==> src/design/supervisor_pkg.sv <==
// How it works
// RQ1 - Low supply asserts reset on both outputs
// RQ2 - Supply recovery holds reset for full timeout
// RQ3 - Manual low holds reset, plus 140ms after
// RQ4 - Manual input debounced internally
// RQ5 - No kick toggle for 1.6s forces reset
// RQ6 - Reset or kick edge clears watchdog counter
// RQ7 - Manual reset assertion clears watchdog counter
// RQ8 - Counter frozen at zero during reset
// RQ9 - Kick pulses of 50ns count as toggles
// RQ10 - Weak driver low 7/8, high 1/8
// RQ11 - Host keeps kick low, pulses early
// RQ12 - Host sets and clears kick separately
// RQ13 - Active-high output complements active-low output
// RQ14 - Open-drain style only pulls low
// RQ15 - Timeouts counted in clock cycles
// RQ16 - Build parameters select variant features
package supervisor_pkg;
  localparam int unsigned CLK_HZ            = 20_000_000;
  localparam int unsigned RESET_HOLD_MS     = 140;
  localparam int unsigned WDOG_TIMEOUT_MS   = 1600;
  localparam int unsigned DEBOUNCE_US       = 1;
  localparam int unsigned KICK_PULSE_NS     = 50;
  localparam int unsigned CLK_PERIOD_NS     = 1_000_000_000 / CLK_HZ;
  // Least times round up
  localparam int unsigned RESET_HOLD_CYC    = RESET_HOLD_MS * (CLK_HZ / 1000);
  localparam int unsigned WDOG_TIMEOUT_CYC  = WDOG_TIMEOUT_MS * (CLK_HZ / 1000);
  localparam int unsigned DEBOUNCE_CYC_RAW  = (DEBOUNCE_US * (CLK_HZ / 1000) + 999) / 1000;
  localparam int unsigned DEBOUNCE_CYC      = (DEBOUNCE_CYC_RAW < 1) ? 1 : DEBOUNCE_CYC_RAW;
  localparam int unsigned KICK_PULSE_CYC    = (KICK_PULSE_NS + CLK_PERIOD_NS - 1) / CLK_PERIOD_NS;
  localparam int unsigned CNT_W             = 32;
  localparam int unsigned DEB_W             = 8;
  localparam int unsigned WD_EIGHTHS        = 8;
  localparam int unsigned WD_LOW_EIGHTHS    = 7;
  typedef logic [CNT_W-1:0] count_t;
  typedef logic [DEB_W-1:0] deb_t;
  typedef enum logic [1:0] {st_power, st_hold, st_run} sup_state_e;
endpackage : supervisor_pkg

==> src/design/input_debounce.sv <==
`timescale 1ns/1ns
module input_debounce
  import supervisor_pkg::*;
#(
  parameter deb_t STABLE_CYC = deb_t'(DEBOUNCE_CYC)
) (
  // Clock and reset
  input  wire logic ref_clk,
  input  wire logic rst,
  // Raw and filtered level
  input  wire logic raw_in,
  output logic      clean_out
);
  import supervisor_pkg::*;
  deb_t cnt_reg;
  logic clean_reg;
  wire  differs  = raw_in != clean_reg;
  wire  settled  = differs && (cnt_reg >= STABLE_CYC - deb_t'(1));
  wire  deb_t cnt_next = differs ? (settled ? '0 : cnt_reg + deb_t'(1)) : '0;
  // Level must stand STABLE_CYC cycles before it passes
  always_ff @(posedge ref_clk or posedge rst) begin
    if (rst) begin
      cnt_reg   <= '0;
      clean_reg <= 1'b1;
    end else begin
      cnt_reg <= cnt_next; // [RQ4]
      if (settled) begin
        clean_reg <= raw_in; // [RQ4]
      end
    end
  end
  assign clean_out = clean_reg;
endmodule : input_debounce

==> src/design/supervisor_reset_watchdog.sv <==
`timescale 1ns/1ns
module supervisor_reset_watchdog
  import supervisor_pkg::*;
#(
  parameter bit     HAS_WATCHDOG     = 1'b1,
  parameter bit     HAS_MANUAL       = 1'b1,
  parameter bit     HAS_ACTIVE_HIGH  = 1'b1,
  parameter bit     OPEN_DRAIN       = 1'b0,
  parameter count_t RESET_HOLD_CYCLES = count_t'(RESET_HOLD_CYC),
  parameter count_t WDOG_CYCLES       = count_t'(WDOG_TIMEOUT_CYC)
) (
  // Clock and reset
  input  wire logic ref_clk,
  input  wire logic rst,
  // Supply monitor
  input  wire logic supply_low,
  // Manual reset
  input  wire logic manual_reset_n,
  // Watchdog kick pin
  input  wire logic watchdog_kick_in,
  output logic      kick_weak_out,
  output logic      kick_weak_oe_n,
  // Reset outputs
  output logic      reset_n_out,
  output logic      reset_n_oe_n,
  output logic      reset_out
);
  import supervisor_pkg::*;

  // Sequencer state and timers
  sup_state_e state_reg;
  sup_state_e state_next;
  count_t     hold_reg;
  count_t     hold_next;
  count_t     wd_reg;
  count_t     wd_next;
  count_t     weak_edge;

  // Edge detector history
  logic       kick_d_reg;
  logic       man_d_reg;

  // Output flops and their next values
  logic       weak_reg;
  logic       weak_next;
  logic       weak_oe_reg;
  logic       rst_n_reg;
  logic       rst_n_oe_reg;
  logic       rst_h_reg;
  logic       rst_n_next;

  // Debounced manual level and decoded events
  logic       man_clean;
  logic       man_low;
  logic       man_fall;
  logic       kick_edge;
  logic       wd_expire;
  logic       cause;
  logic       hold_done;
  logic       hold_stay;
  logic       in_reset;
  logic       wd_clear;

  input_debounce u_deb (
    .ref_clk   (ref_clk),
    .rst       (rst),
    .raw_in    (manual_reset_n),
    .clean_out (man_clean)
  );

  // Reset causes; an absent manual input reads as released
  assign man_low    = HAS_MANUAL && !man_clean; // [RQ3] [RQ16]
  assign man_fall   = HAS_MANUAL && man_d_reg && !man_clean; // [RQ7]
  assign cause      = supply_low || man_low; // [RQ1] [RQ3]

  // Sampled each 50 ns cycle so a single-cycle pulse is an edge
  assign kick_edge  = watchdog_kick_in != kick_d_reg; // [RQ9]
  assign wd_expire  = HAS_WATCHDOG && (wd_reg >= WDOG_CYCLES - count_t'(1)); // [RQ5]

  // Hold timer runs only while the sequencer stays in hold
  assign in_reset   = state_reg != st_run;
  assign hold_stay  = (state_reg == st_hold) && (state_next == st_hold);
  assign hold_done  = hold_reg >= RESET_HOLD_CYCLES - count_t'(1); // [RQ15]
  assign hold_next  = hold_stay ? hold_reg + count_t'(1) : '0; // [RQ15]

  // Reset, kick edge, manual press or own expiry restart the count
  assign wd_clear   = in_reset || kick_edge || man_fall || wd_expire; // [RQ6] [RQ7] [RQ8]
  assign wd_next    = (wd_clear || !HAS_WATCHDOG) ? '0 : wd_reg + count_t'(1);

  // Weak driver: low for first 7/8 of the count, high last 1/8
  assign weak_edge  = count_t'((64'(WDOG_CYCLES) * WD_LOW_EIGHTHS) / WD_EIGHTHS);
  assign weak_next  = HAS_WATCHDOG && (wd_reg >= weak_edge); // [RQ10]

  // Both reset outputs follow the sequencer's next state
  assign rst_n_next = state_next == st_run; // [RQ1] [RQ2] [RQ13]

  always_comb begin
    state_next = state_reg;
    case (state_reg)
      st_power: begin
        if (!cause) begin
          state_next = st_hold; // [RQ2]
        end
      end
      st_hold: begin
        if (cause) begin
          state_next = st_power; // [RQ3]
        end else if (hold_done) begin
          state_next = st_run; // [RQ2] [RQ3]
        end
      end
      st_run: begin
        if (cause) begin
          state_next = st_power; // [RQ1]
        end else if (wd_expire) begin
          state_next = st_hold; // [RQ5]
        end
      end
      default: begin
        state_next = st_power;
      end
    endcase
  end

  // Sequencer and timers
  always_ff @(posedge ref_clk or posedge rst) begin
    if (rst) begin
      state_reg <= st_power;
    end else begin
      state_reg <= state_next;
    end
  end

  always_ff @(posedge ref_clk or posedge rst) begin
    if (rst) begin
      hold_reg <= '0;
    end else begin
      hold_reg <= hold_next; // [RQ15]
    end
  end

  always_ff @(posedge ref_clk or posedge rst) begin
    if (rst) begin
      wd_reg <= '0;
    end else begin
      wd_reg <= wd_next; // [RQ8]
    end
  end

  // Input history for edge detection
  always_ff @(posedge ref_clk or posedge rst) begin
    if (rst) begin
      kick_d_reg <= 1'b0;
    end else begin
      kick_d_reg <= watchdog_kick_in; // [RQ9]
    end
  end

  always_ff @(posedge ref_clk or posedge rst) begin
    if (rst) begin
      man_d_reg <= 1'b1;
    end else begin
      man_d_reg <= man_clean; // [RQ7]
    end
  end

  // Weak driver level and enable
  always_ff @(posedge ref_clk or posedge rst) begin
    if (rst) begin
      weak_reg <= 1'b0;
    end else begin
      weak_reg <= weak_next; // [RQ10]
    end
  end

  // Enabled whenever the watchdog is built in; a driven pin wins
  always_ff @(posedge ref_clk or posedge rst) begin
    if (rst) begin
      weak_oe_reg <= !HAS_WATCHDOG;
    end else begin
      weak_oe_reg <= !HAS_WATCHDOG; // [RQ10] [RQ16]
    end
  end

  // Outputs, each straight from a flop
  always_ff @(posedge ref_clk or posedge rst) begin
    if (rst) begin
      rst_n_reg <= 1'b0;
    end else if (OPEN_DRAIN) begin
      rst_n_reg <= 1'b0; // [RQ14]
    end else begin
      rst_n_reg <= rst_n_next; // [RQ1] [RQ2]
    end
  end

  // Open-drain style drives low only while enabled
  always_ff @(posedge ref_clk or posedge rst) begin
    if (rst) begin
      rst_n_oe_reg <= 1'b0;
    end else if (OPEN_DRAIN) begin
      rst_n_oe_reg <= rst_n_next; // [RQ14]
    end else begin
      rst_n_oe_reg <= 1'b0; // [RQ14]
    end
  end

  // Active-high copy; when not built, high during rst and low after
  always_ff @(posedge ref_clk or posedge rst) begin
    if (rst) begin
      rst_h_reg <= 1'b1;
    end else if (HAS_ACTIVE_HIGH) begin
      rst_h_reg <= !rst_n_next; // [RQ13]
    end else begin
      rst_h_reg <= 1'b0; // [RQ16]
    end
  end

  assign reset_n_out    = rst_n_reg;
  assign reset_n_oe_n   = rst_n_oe_reg;
  assign reset_out      = rst_h_reg;
  assign kick_weak_out  = weak_reg;
  assign kick_weak_oe_n = weak_oe_reg; // [RQ10]
endmodule : supervisor_reset_watchdog

==> config.mk <==
export PLATFORM = sky130hd
export DESIGN_NAME = supervisor_reset_watchdog
export DESIGN_NICKNAME = d
export VERILOG_FILES = /design/src/design/supervisor_pkg.sv /design/src/design/input_debounce.sv /design/src/design/supervisor_reset_watchdog.sv
export SDC_FILE = /design/constraint.sdc
export NUM_CORES = 1
export LEC_CHECK = 0
export BUFFER_PORTS_ARGS = -buffer_cell sky130_fd_sc_hd__buf_2
export CAP_MARGIN = 20
export CORE_MARGIN = 1
export CORE_UTILIZATION = 66
export CTS_CLUSTER_DIAMETER = 40
export DETAILED_ROUTE_END_ITERATION = 10
export PLACE_DENSITY = 0.81
export SYNTH_ARGS = -nofsm -noshare
export SYNTH_HDL_FRONTEND = slang
export SYNTH_SLANG_ARGS = --single-unit
==> constraint.sdc <==
create_clock -name ref_clk -period 4.2 [get_ports ref_clk]
set_input_delay 0.42 -clock ref_clk [delete_from_list [all_inputs] [get_ports ref_clk]]
set_output_delay 0.42 -clock ref_clk [all_outputs]
set_load 0.01 [all_outputs]
[Word level (Yosys, flattened, before mapping)]
Index checks and enable logic that the tools add are counted.
Widths: inputs -> output; s select.
Storage, ports and cells
  bits in registers: 80
  bits of input ports: 5
  output and inout port bits: 5
  word-level logic and storage cells: 44
Operators by class
  $add $sub $neg: 3
  order comparisons: 4
  eq/ne operators: 7
  muxes and demuxes: 10
  reduce and logical (&&, ||, !) cells: 10
Operators by type and width (number)
  $add 32x1->32 const B: 2
  $ge 32x25->1 const B: 2
  $mux 32: 2
  $ge 32x22->1 const B: 1
  $mux 8: 2
  $mux 2: 5
  $add 8x1->8 const B: 1
  $ge 8x5->1 const B: 1
  $pmux 2 s3: 1
  $eq 2x1->1 const B: 2
  $eq 2x2->1 const B: 2
  $logic_or 1x1->1: 4
  $logic_and 1x1->1: 3
  $logic_not 1->1: 2
  $logic_not 2->1: 1
  $ne 1x1->1: 2
  $ne 2x2->1 const B: 1

[Logic depth before layout (Yosys ltp)]
Gate-level depths: netlist of the first run.
  depth in word-level cells: 7
  gate-level depth with buffers: 7
  gate-level depth less buffers: 6

[Cells and area by module]
Synthesis of the first run repeated with hierarchy kept, for this count alone.
Second synthesis, totals
  cells, all modules: 337
  area total of the unflattened synthesis: 3575.9 um^2
By module, submodules not included
  supervisor_reset_watchdog: instances 1, cells an instance 308, area each 3196.8 um^2
  input_debounce: instances 1, cells an instance 29, area each 379.1 um^2

[Worst setup path after synthesis of the first run]
No wires, ideal clock.
  kind: register to register
  start point: register hold_reg[0]
  end point: register hold_reg[4]
  library setup time: 119 ps
  data arrival time: 1659 ps
  setup slack: 2422 ps
  cell stages (with the launch flop): 8
  buffers on the path: 1
  period minus slack after synthesis: 1778 ps
  path through: dfrtp_1 ha_1 nand3_1 or4_1 a21o_1 nand3_2 buf_4 nor2_1
Between the ends
  word-level cells in the longest chain between the ends: 7
Ends and longest elaborated chain
  start, declared: RTL line supervisor_reset_watchdog.sv:33  | count_t hold_reg;
  start signal, assigned: RTL line supervisor_reset_watchdog.sv:138  | hold_reg <= hold_next;
  $ge 32x22->1: RTL line supervisor_reset_watchdog.sv:83  | assign hold_done = hold_reg >= RESET_HOLD_CYCLES - count_t'(1);
  $mux 2: RTL line supervisor_reset_watchdog.sv:108  | end else if (hold_done) begin
  $mux 2: RTL line supervisor_reset_watchdog.sv:106  | if (cause) begin
  $pmux 2 s3: RTL line supervisor_reset_watchdog.sv:99  | case (state_reg)
  $eq 2x1->1: RTL line supervisor_reset_watchdog.sv:82  | assign hold_stay = (state_reg == st_hold) && (state_next == st_hold);
  $logic_and 1x1->1: RTL line supervisor_reset_watchdog.sv:82
  $mux 32 (*): RTL line supervisor_reset_watchdog.sv:84  | assign hold_next = hold_stay ? hold_reg + count_t'(1) : '0;
  net hold_next[4]: RTL line supervisor_reset_watchdog.sv:34  | count_t hold_next;
The timed path passes the listed nets; every way through them passes the cells marked *.
A chain may end at the register's enable or synchronous reset.

[Worst setup path after layout of the first run]
  start point: register hold_reg[0]
  end point: register state_reg[0]
Between the ends
  word-level cells in the longest chain between the ends: 4
Ends and longest elaborated chain
  $ge 32x22->1: RTL line supervisor_reset_watchdog.sv:83
  $mux 2: RTL line supervisor_reset_watchdog.sv:108
  $mux 2: RTL line supervisor_reset_watchdog.sv:106
  $pmux 2 s3: RTL line supervisor_reset_watchdog.sv:99
  net state_next[0]: RTL line supervisor_reset_watchdog.sv:32  | sup_state_e state_next;
  end signal, assigned: RTL line supervisor_reset_watchdog.sv:128  | state_reg <= st_power;
  end signal, assigned: RTL line supervisor_reset_watchdog.sv:130  | state_reg <= state_next;
  end, declared: RTL line supervisor_reset_watchdog.sv:31  | sup_state_e state_reg;
The timed path passes the listed nets, and every way through them passes these cells.

==> run_results.csv, run 1 <==
group,metric,value,unit
status,run_status,"finished, final reports clean",
clock_tree,clock_tree_buffer_depth,2,
sta,finalCriticalPeriod,2.13,ns
logic_synthesis,yosysWarningCount,0,
power_and_ir_drop,power.switching_fraction,20.9,%
routing,drt-wirelength-per-cell,13.4,µm
place,finalWeightedCongestion,0.899,
global_routing,grt_util_all_layers,23.4,%
global_routing,largest_net_degree_at_the_start_of_global_routing,53,
sta,final_worst_clock_skew,0.00480,ns
logic_synthesis,netlist_instances,329,
sta,slew-limit-headroom,47.0,%
clock_tree,cts.root.buffer_cell,"sky130_fd_sc_hd__clkbuf_8",
clock_tree,cts_buf_count,9,
clock_tree,clock_sink_count,80,
routing,initialDrtViolationCount,121,
sta,timing_hold_violations_final,0,
global_routing,residual_overflow_from_global_routing,0,
routing,via_per_inst,5.41,
sta,clock.fmax,470,MHz
routing,postRouteAntennaNets,0,
logic_synthesis,ys_top_cells_by_area,"sky130_fd_sc_hd__dfrtp_1 (54%), sky130_fd_sc_hd__xnor2_1 (6.2%), sky130_fd_sc_hd__nor2_1 (5.8%)",
clock_tree,worstSkewPairLatency,0.35,ns
clock_tree,ctsHtreeMaxLevel,3,
floorplan,pin_count,10,
sta,period_share,50.7,%
place,place.detailed.hpwl,3.97,mm
final_layout,utilization,76.8,%
place,post_place_instance_area,0.00371,mm²
sta,report.final.setup_viol,0,
hold_path,min_path_type,"input port to async pin",
power_and_ir_drop,vdd_drop_max,0.340,mV
logic_synthesis,synth.top_cell.area_share,54.2,%
logic_synthesis,synthTopCellsByCount,"sky130_fd_sc_hd__dfrtp_1 (77), sky130_fd_sc_hd__nor2_1 (55), sky130_fd_sc_hd__xnor2_1 (25), sky130_fd_sc_hd__nand3_1 (24), sky130_fd_sc_hd__xor2_1 (22)",
logic_synthesis,postSynth.asyncResetShare,100,%
setup_path,critical_path.endpoint_type,"flop",
routing,drt_drc_violations_left,0,
floorplan,initial_utilization,69.2,%
final_layout,final_layout_size_suffix_gt1_share,12.0,%
power_and_ir_drop,leakagePower,1.61,nW
clock_tree,post_cts.repair.setup_buffers,0,
power_and_ir_drop,pwr-share-comb,2.5,%
floorplan,core-area,0.00514,mm²
setup_path,timing.critical_path.fanout_max,23,
clock_tree,cts_resized,0,
sta,rsz0062_at_grt,"false",
place,io_buffers,7,
power_and_ir_drop,p_per_area,361,mW/mm²
floorplan,die_y,75.4,µm
power_and_ir_drop,power_frac_clock,42.0,%
power_and_ir_drop,pwr-share-seq,55.5,%
logic_synthesis,top_cell_type_by_total_area_after_synthesis,"sky130_fd_sc_hd__dfrtp_1",
final_layout,diodes,0,
setup_path,cp.required,4.41,ns
sta,finalSetupTns,0,ns
clock_tree,clk_pin_slew,0.08,ns
floorplan,die_x,75.4,µm
clock_tree,ctsHoldBuffers,0,
setup_path,crit_path_cell_trace,"ha_1 > nand3_1 > or4_1 > a21o_1 > nand3_2 > o21ai_0",
floorplan,die-area,0.00568,mm²
logic_synthesis,synth-seq-area-share,56.4,%
logic_synthesis,synth-edff-count,0,
final_layout,finalInstanceArea,0.00395,mm²
logic_synthesis,count_of_distinct_cell_types_in_the_synthesized_netlist,44,
global_routing,antenna_found_initial,0,
routing,drt_pass1_iterations,4,
setup_path,worst_setup_path_start_kind,"flop",
global_routing,grt_pass1_vias,2129,
setup_path,timing.critical_path.arrival,2.34,ns
routing,routed-via-count,2363,
setup_path,slowest_delay,0.53,ns
logic_synthesis,synth.ff_latch_count,80,
final_layout,synthToLayoutAreaGrowth,11.1,%
flow_run,max-cap-violations,0,
logic_synthesis,most_instantiated_library_cell_after_synthesis,"sky130_fd_sc_hd__dfrtp_1",
sta,fin_hold_ws,0.122,ns
final_layout,final_nets,372,
global_routing,grt_pass1_wl,9.60,mm
logic_synthesis,post_synth_instance_area,0.00355,mm²
floorplan,std_cell_rows,26,
sta,slew_viol_final,0,
power_and_ir_drop,net-switching-power,299,µW
clock_tree,tritoncts_clock_tree,"yes",
setup_path,setup.worst_path.class,"flop to flop",
power_and_ir_drop,power,1.43,mW
setup_path,slowest_stage,"sky130_fd_sc_hd__or4_1",
logic_synthesis,syn_avg_cell_area,10.8,µm²
sta,timing_worst_slew_pin_value,0.787,ns
power_and_ir_drop,cell_internal_pwr,1.13,mW
logic_synthesis,synth-main-ff-cell,"sky130_fd_sc_hd__dfrtp_1",
routing,drt_wl_total,5.84,mm
==> stage by stage <==
step | instances | setup slack (ns)
after CTS | 436 | 2.03
final | 437 | 2.07
after detailed placement | 421 | 2.02
after global routing | 437 | 1.92
after floorplan | 350 | 1.73
after global placement | 421 | 2.10
==> final timing paths <==
check,startpoint,endpoint,slack [ns],cells past startpoint
worst max-delay path,hold_reg[0],state_reg[0],2.07,6
worst min-delay path,rst,wd_reg[26],0.12,2
worst max register to register,hold_reg[0],state_reg[0],2.07,6
worst min register to register,u_deb.clean_out,man_d_reg,0.41,0
max in group asynchronous,rst,man_d_reg,3.09,4
min in group ref_clk,watchdog_kick_in,kick_d_reg,0.20,1
==> kinds of logic (layout without fill, tap and decap cells) <==
family | after synthesis | in the layout | synth area share (%)
other | 1 | 22 | 0.105
DFF | 80 | 80 | 56.4
muxes | 1 | 1 | 0.317
AOI/OAI and AO/OA | 16 | 16 | 3.20
and+or+nand+nor | 161 | 161 | 24.3
xor gates and xnor gates | 47 | 47 | 11.6
buffers and inverters | 19 | 36 | 2.71
adders and majority gates | 4 | 4 | 1.41
==> per-layer routing <==
metal / global-route usage, % / routed length (µm)
met1: 31.4 / 2770
met2: 35.6 / 2760
met3: 7.01 / 197
met4: 10.7 / 108
met5: 0 / 0
==> power groups by stage <==
stage,sequential [mW],combinational [mW],clock [mW]
floorplan,0.805,0.0244,0
global placement,0.805,0.0320,0
detailed placement,0.806,0.0329,0
CTS,0.791,0.0334,0.611
global route,0.793,0.0422,0.637
finish,0.791,0.0359,0.599
==> cell usage in the layout, fill, tap and decap left out, types with 2 or more instances in the layout <==
cell type and instances:
sky130_fd_sc_hd__a2111oi_0 2, sky130_fd_sc_hd__dfrtp_1 77, sky130_fd_sc_hd__nand2_1 14, sky130_fd_sc_hd__ha_1 4, sky130_fd_sc_hd__nand3_1 24, sky130_fd_sc_hd__inv_1 11
sky130_fd_sc_hd__nor2b_1 4, sky130_fd_sc_hd__nor2_2 10, sky130_fd_sc_hd__nor2_1 55, sky130_fd_sc_hd__nand3_2 2, sky130_fd_sc_hd__nor3_1 7, sky130_fd_sc_hd__clkbuf_8 9
sky130_fd_sc_hd__conb_1 22, sky130_fd_sc_hd__and2_1 2, sky130_fd_sc_hd__o21ai_0 3, sky130_fd_sc_hd__nor3b_1 4, sky130_fd_sc_hd__bufinv_16 2, sky130_fd_sc_hd__dfstp_2 3
sky130_fd_sc_hd__and4_1 3, sky130_fd_sc_hd__and3_1 8, sky130_fd_sc_hd__nand4_1 12, sky130_fd_sc_hd__xnor2_1 25, sky130_fd_sc_hd__a22o_1 2, sky130_fd_sc_hd__buf_2 7
sky130_fd_sc_hd__xor2_1 22, sky130_fd_sc_hd__nor4_1 8
==> final cells by class <==
type / count / area, µm²
Inverter: 12 / 45.0
Timing Repair Buffer: 9 / 70.1
Clock inverter: 5 / 81.3
Clock buffer: 10 / 128
Fill cell: 348 / 1190
Sequential cell: 80 / 2010
Multi-Input combinational cell: 251 / 1530
Tap cell: 70 / 87.6
==> worst max-delay path, delay by kind of cell (launching register included) <==
kind,cells,cell delay (ns)
simple gates,3,1.05
flops,1,0.39
compound gates,2,0.36
fa+ha+maj,1,0.19
Note: power is estimated with default switching activity, not from simulation.
==> inputs of run 2 (changes only) <==
Settings changed: CORE_UTILIZATION 66 to 55, PLACE_DENSITY 0.81 to 0.71.
Clock period 4.2 ns to 1.95 ns, I/O delays scaled along.
==> run_results.csv, run 2 (same netlist as run 1, synthesis figures left out) <==
group,metric,value,unit
status,run_status,"finished, final reports clean",
hold_path,hold_path_depth,2,
setup_path,timing.critical_path.fanout_max,5,
clock_tree,cts.root.buffer_cell,"sky130_fd_sc_hd__clkbuf_8",
hold_path,hold_path_end,"u_deb.clean_out",
setup_path,cp.required,2.22,ns
sta,timing_hold_violations_final,0,
final_layout,layout.cells.most_common_list,"sky130_fd_sc_hd__dfrtp_1 (77), sky130_fd_sc_hd__nor2_1 (54), sky130_fd_sc_hd__xnor2_1 (25)",
final_layout,final_nets,385,
global_routing,residual_overflow_from_global_routing,0,
setup_path,worst_setup_path_start_kind,"flop",
floorplan,core-area,0.00606,mm²
place,place.detailed.hpwl,4.05,mm
global_routing,largest_net_degree_at_the_start_of_global_routing,30,
routing,drt-wirelength-per-cell,12.5,µm
clock_tree,ctsHtreeMaxLevel,3,
place,post_place_instance_area,0.00384,mm²
floorplan,die_y,82.4,µm
global_routing,grt_pass1_vias,2248,
place,pre_cts_ws,0.0605,ns
sta,slew-limit-headroom,61.2,%
hold_path,min_path_type,"input port to flop",
floorplan,std_cell_rows,28,
final_layout,synthToLayoutAreaGrowth,14.8,%
sta,timing_worst_slew_pin_value,0.580,ns
sta,period_share,95.1,%
final_layout,finalInstanceArea,0.00408,mm²
final_layout,diodes,0,
sta,clock.fmax,539,MHz
floorplan,die-area,0.00679,mm²
clock_tree,cts_buf_count,9,
place,finalWeightedCongestion,0.795,
sta,report.final.setup_viol,0,
sta,finalCriticalPeriod,1.86,ns
global_routing,grt_pass1_wl,9.87,mm
routing,initialDrtViolationCount,150,
global_routing,antenna_found_initial,0,
flow_run,max-cap-violations,0,
clock_tree,tritoncts_clock_tree,"yes",
power_and_ir_drop,leakagePower,1.67,nW
floorplan,initial_utilization,58.6,%
floorplan,die_x,82.4,µm
routing,drt_wl_total,5.70,mm
clock_tree,clock_tree_buffer_depth,2,
setup_path,critical_path.reg2reg.startpoint,"wd_reg[18]",
clock_tree,clock_sink_count,80,
setup_path,r2r_slack,0.09,ns
floorplan,pin_count,10,
routing,routed-via-count,2386,
sta,slew_viol_final,0,
hold_path,min_from,"manual_reset_n",
global_routing,grt_util_all_layers,19.5,%
sta,final_worst_clock_skew,0.0129,ns
power_and_ir_drop,p_per_area,758,mW/mm²
final_layout,num-fill-cells,468,
clock_tree,worstSkewPairLatency,0.34,ns
setup_path,setup.worst_path.class,"flop to flop",
place,io_buffers,7,
setup_path,r2r_cells,5,
final_layout,final_layout_size_suffix_gt1_share,15.2,%
sta,rsz0062_at_grt,"true",
power_and_ir_drop,vdd_drop_max,0.677,mV
routing,drt_pass1_iterations,5,
clock_tree,clk_pin_slew,0.09,ns
routing,postRouteAntennaNets,0,
setup_path,reg2reg_to,"wd_reg[1]",
setup_path,timing.critical_path.arrival,2.12,ns
routing,via_per_inst,5.23,
routing,drt_drc_violations_left,0,
sta,finalWorstSetupSlack,0.0946,ns
setup_path,critical_path.endpoint_type,"flop",
final_layout,final_common_cell,"sky130_fd_sc_hd__dfrtp_1",
## run 2: cell count changes in the layout (fill, tap and decap cells not counted), sizes merged
| cell | before | now |
|---|---|---|
| inv | 13 | 12 |
| clkinv | 1 | 2 |
| clkbuf | 10 | 9 |
| clkinvlp | 1 | 3 |
| buf | 9 | 20 |
| dlygate4sd3 | 0 | 2 |
## run 2: where the power goes
part	leakage (nW)	switching, mW	total (mW)	internal (mW)
clock	0.106	0.586	1.31	0.721
sequential	1.05	0.0124	1.70	1.69
combinational	0.514	0.0563	0.0861	0.0298
total	1.67	0.655	3.09	2.44
## run 2: stage by stage
stage	TNS (ns)	hold slack (ns)	utilization [%]	power, mW	instances
floorplan	0	0.226	-	1.79	350
CTS	0	0.117	67.2	3.13	456
finish	0	0.129	67.3	3.09	456
global route	-0.0371	0.128	67.3	3.21	456
global placement	0	0.286	63.3	1.82	438
detailed placement	0	0.282	63.3	1.82	438
## run 2: area by class of cell
cell class / instances / area [µm²] / area share (%)
Sequential cell: 80 / 2010 / 49.1
Multi-Input combinational cell: 251 / 1530 / 37.6
Inverter: 12 / 48.8 / 1.20
Clock inverter: 7 / 93.8 / 2.30
Timing Repair Buffer: 22 / 181 / 4.45
Clock buffer: 9 / 124 / 3.03
Tap cell: 75 / 93.8 / 2.30
## run 2: what timing repair did
item,CTS,global route
resized for setup,0,2
endpoints found under the setup margin,0,26
hold buffers,2,0
buffers inserted,0,0
hold endpoints to repair,24,0
## run 2: per-layer routing
metal / global-route usage, % / vias up / wire length (µm)
met2: 28.7 / 37 / 2590
met3: 4.29 / 5 / 194
met1: 28.5 / 1152 / 2850
met4: 6.84 / 0 / 57
met5: 0 / - / 0
li1: - / 1192 / -
## run 2: worst max path at each step
stage                start            to  slack, ns  cells after the start
5_1_grt         wd_reg[29]    wd_reg[11]      -0.01                      5
3_3_place_gp   hold_reg[0]  hold_reg[21]        0.1                      7
3_5_place_dp   hold_reg[0]   hold_reg[5]       0.06                      7
2_1_floorplan  hold_reg[0]   hold_reg[4]       0.17                      7
4_1_cts        hold_reg[0]   hold_reg[2]       0.04                      7
6_report        wd_reg[18]     wd_reg[1]       0.09                      5
## run 2: worst max-delay path, cell delays in order, from the launching register on
cell,delay (ns)
sky130_fd_sc_hd__dfrtp_1,0.38
sky130_fd_sc_hd__nor4_1,0.34
sky130_fd_sc_hd__o21ai_0,0.15
sky130_fd_sc_hd__o21ai_1,0.34
sky130_fd_sc_hd__nor2b_1,0.36
sky130_fd_sc_hd__and3_1,0.22
==> inputs of run 3 (changes only) <==
==> constraint.sdc (replaced) <==
create_clock -name ref_clk -period 1.95 [get_ports ref_clk]
set_input_delay 0.2925 -clock ref_clk [delete_from_list [all_inputs] [get_ports ref_clk]]
set_output_delay 0.2925 -clock ref_clk [all_outputs]
set_load 0.01 [all_outputs]
==> run_results.csv, run 3 (same netlist as run 1, synthesis figures left out) <==
group,metric,value,unit
place,placedCellCount,438,
final_layout,final_cell_count_no_fill,454,
floorplan,die-area,0.00679,mm²
place,pre_cts_ws,0.0605,ns
clock_tree,clock_tree_buffer_depth,2,
sta,rsz0062_at_grt,"true",
final_layout,final_layout_size_suffix_gt1_share,15.3,%
floorplan,pin_count,10,
global_routing,grt_pass1_vias,2224,
setup_path,timing.critical_path.fanout_max,5,
final_layout,synthToLayoutAreaGrowth,14.3,%
setup_path,worst_setup_path_start_kind,"flop",
routing,drt_pass1_iterations,5,
clock_tree,ctsHoldBuffers,0,
final_layout,layout.cells.most_common_list,"sky130_fd_sc_hd__dfrtp_1 (77), sky130_fd_sc_hd__nor2_1 (54), sky130_fd_sc_hd__xnor2_1 (25)",
clock_tree,post_cts.repair.setup_buffers,0,
global_routing,grt_util_all_layers,19.4,%
status,run_status,"finished, final reports clean",
hold_path,min_path_type,"input port to async pin",
final_layout,final_common_cell,"sky130_fd_sc_hd__dfrtp_1",
routing,drt-wirelength-per-cell,12.5,µm
final_layout,area_of_the_multi_input_gates,0.00153,mm²
clock_tree,ctsHtreeMaxLevel,3,
floorplan,std_cell_rows,28,
final_layout,num-fill-cells,470,
sta,slew-limit-headroom,61.2,%
clock_tree,cts.root.buffer_cell,"sky130_fd_sc_hd__clkbuf_8",
global_routing,residual_overflow_from_global_routing,0,
clock_tree,worstSkewPairLatency,0.33,ns
clock_tree,cts_resized,0,
setup_path,critical_path.reg2reg.startpoint,"wd_reg[18]",
final_layout,layout.area.seq,0.00201,mm²
global_routing,largest_net_degree_at_the_start_of_global_routing,30,
power_and_ir_drop,leakagePower,1.66,nW
floorplan,initial_utilization,58.6,%
sta,timing_hold_violations_final,0,
place,place.detailed.hpwl,4.05,mm
sta,clock.fmax,539,MHz
routing,postRouteAntennaNets,0,
sta,period_share,95.2,%
setup_path,timing.critical_path.arrival,2.12,ns
sta,slew_viol_final,0,
power_and_ir_drop,vdd_drop_max,0.676,mV
setup_path,cp.required,2.22,ns
setup_path,critical_path.endpoint_type,"flop",
routing,initialDrtViolationCount,126,
clock_tree,clk_pin_slew,0.09,ns
setup_path,reg2reg_to,"wd_reg[1]",
global_routing,antenna_found_initial,0,
place,io_buffers,7,
clock_tree,tritoncts_clock_tree,"yes",
floorplan,core-area,0.00606,mm²
setup_path,setup.worst_path.class,"flop to flop",
sta,report.final.setup_viol,0,
floorplan,die_x,82.4,µm
global_routing,grt_pass1_wl,9.80,mm
floorplan,die_y,82.4,µm
final_layout,diodes,0,
setup_path,r2r_cells,5,
sta,final_worst_clock_skew,0.0129,ns
routing,via_per_inst,5.24,
sta,timing_worst_slew_pin_value,0.580,ns
routing,routed-via-count,2381,
clock_tree,clock_sink_count,80,
power_and_ir_drop,power,3.09,mW
final_layout,finalInstanceArea,0.00406,mm²
place,post_place_instance_area,0.00384,mm²
setup_path,r2r_slack,0.09,ns
power_and_ir_drop,p_per_area,761,mW/mm²
final_layout,final_nets,383,
routing,drt_wl_total,5.69,mm
flow_run,max-cap-violations,0,
sta,finalWorstSetupSlack,0.0931,ns
routing,drt_drc_violations_left,0,
clock_tree,cts_buf_count,9,
sta,finalCriticalPeriod,1.86,ns
place,finalWeightedCongestion,0.795,
run 3: metal layers:
metal | part of all wire, % | global-route usage, % | wire length (µm)
met3 | 2.4 | 4.29 | 136
met5 | 0 | 0 | 0
met2 | 45 | 28.3 | 2570
met4 | 0.84 | 6.84 | 48
met1 | 52 | 28.5 | 2940
run 3: layout make-up:
cell class | count | share of cell area [%]
multi-input cells | 251 | 37.8
clock inverters | 7 | 2.31
clock buffers | 9 | 3.05
flip-flops and latches | 80 | 49.4
well taps | 75 | 2.31
inverters | 12 | 1.20
repair buffers | 20 | 3.97
run 3: worst max-delay path by stage:
stage	to	startpoint
after floorplan	hold_reg[4]	hold_reg[0]
after global placement	hold_reg[21]	hold_reg[0]
after detailed placement	hold_reg[5]	hold_reg[0]
after CTS	hold_reg[2]	hold_reg[0]
after global routing	wd_reg[11]	wd_reg[29]
final	wd_reg[1]	wd_reg[18]
run 3: power breakdown:
group          total (mW)  switching (mW)  internal [mW]  leakage [nW]
clock                1.31           0.587          0.721         0.106
sequential           1.70          0.0124           1.69          1.05
combinational      0.0830          0.0558         0.0272         0.506
total                3.09           0.655           2.44          1.66
run 3: through the flow:
stage	hold slack [ns]	setup TNS (ns)	utilization (%)
after detailed placement	0.379	0	63.3
after global routing	0.0435	-0.0371	67.0
after floorplan	0.324	0	-
final	0.0146	0	67.0
after global placement	0.383	0	63.3
after CTS	0.0159	0	66.9
run 3: critical path: stages (launching register included):
cell	delay [ns]
sky130_fd_sc_hd__dfrtp_1	0.38
sky130_fd_sc_hd__nor4_1	0.34
sky130_fd_sc_hd__o21ai_0	0.15
sky130_fd_sc_hd__o21ai_1	0.34
sky130_fd_sc_hd__nor2b_1	0.36
sky130_fd_sc_hd__and3_1	0.22
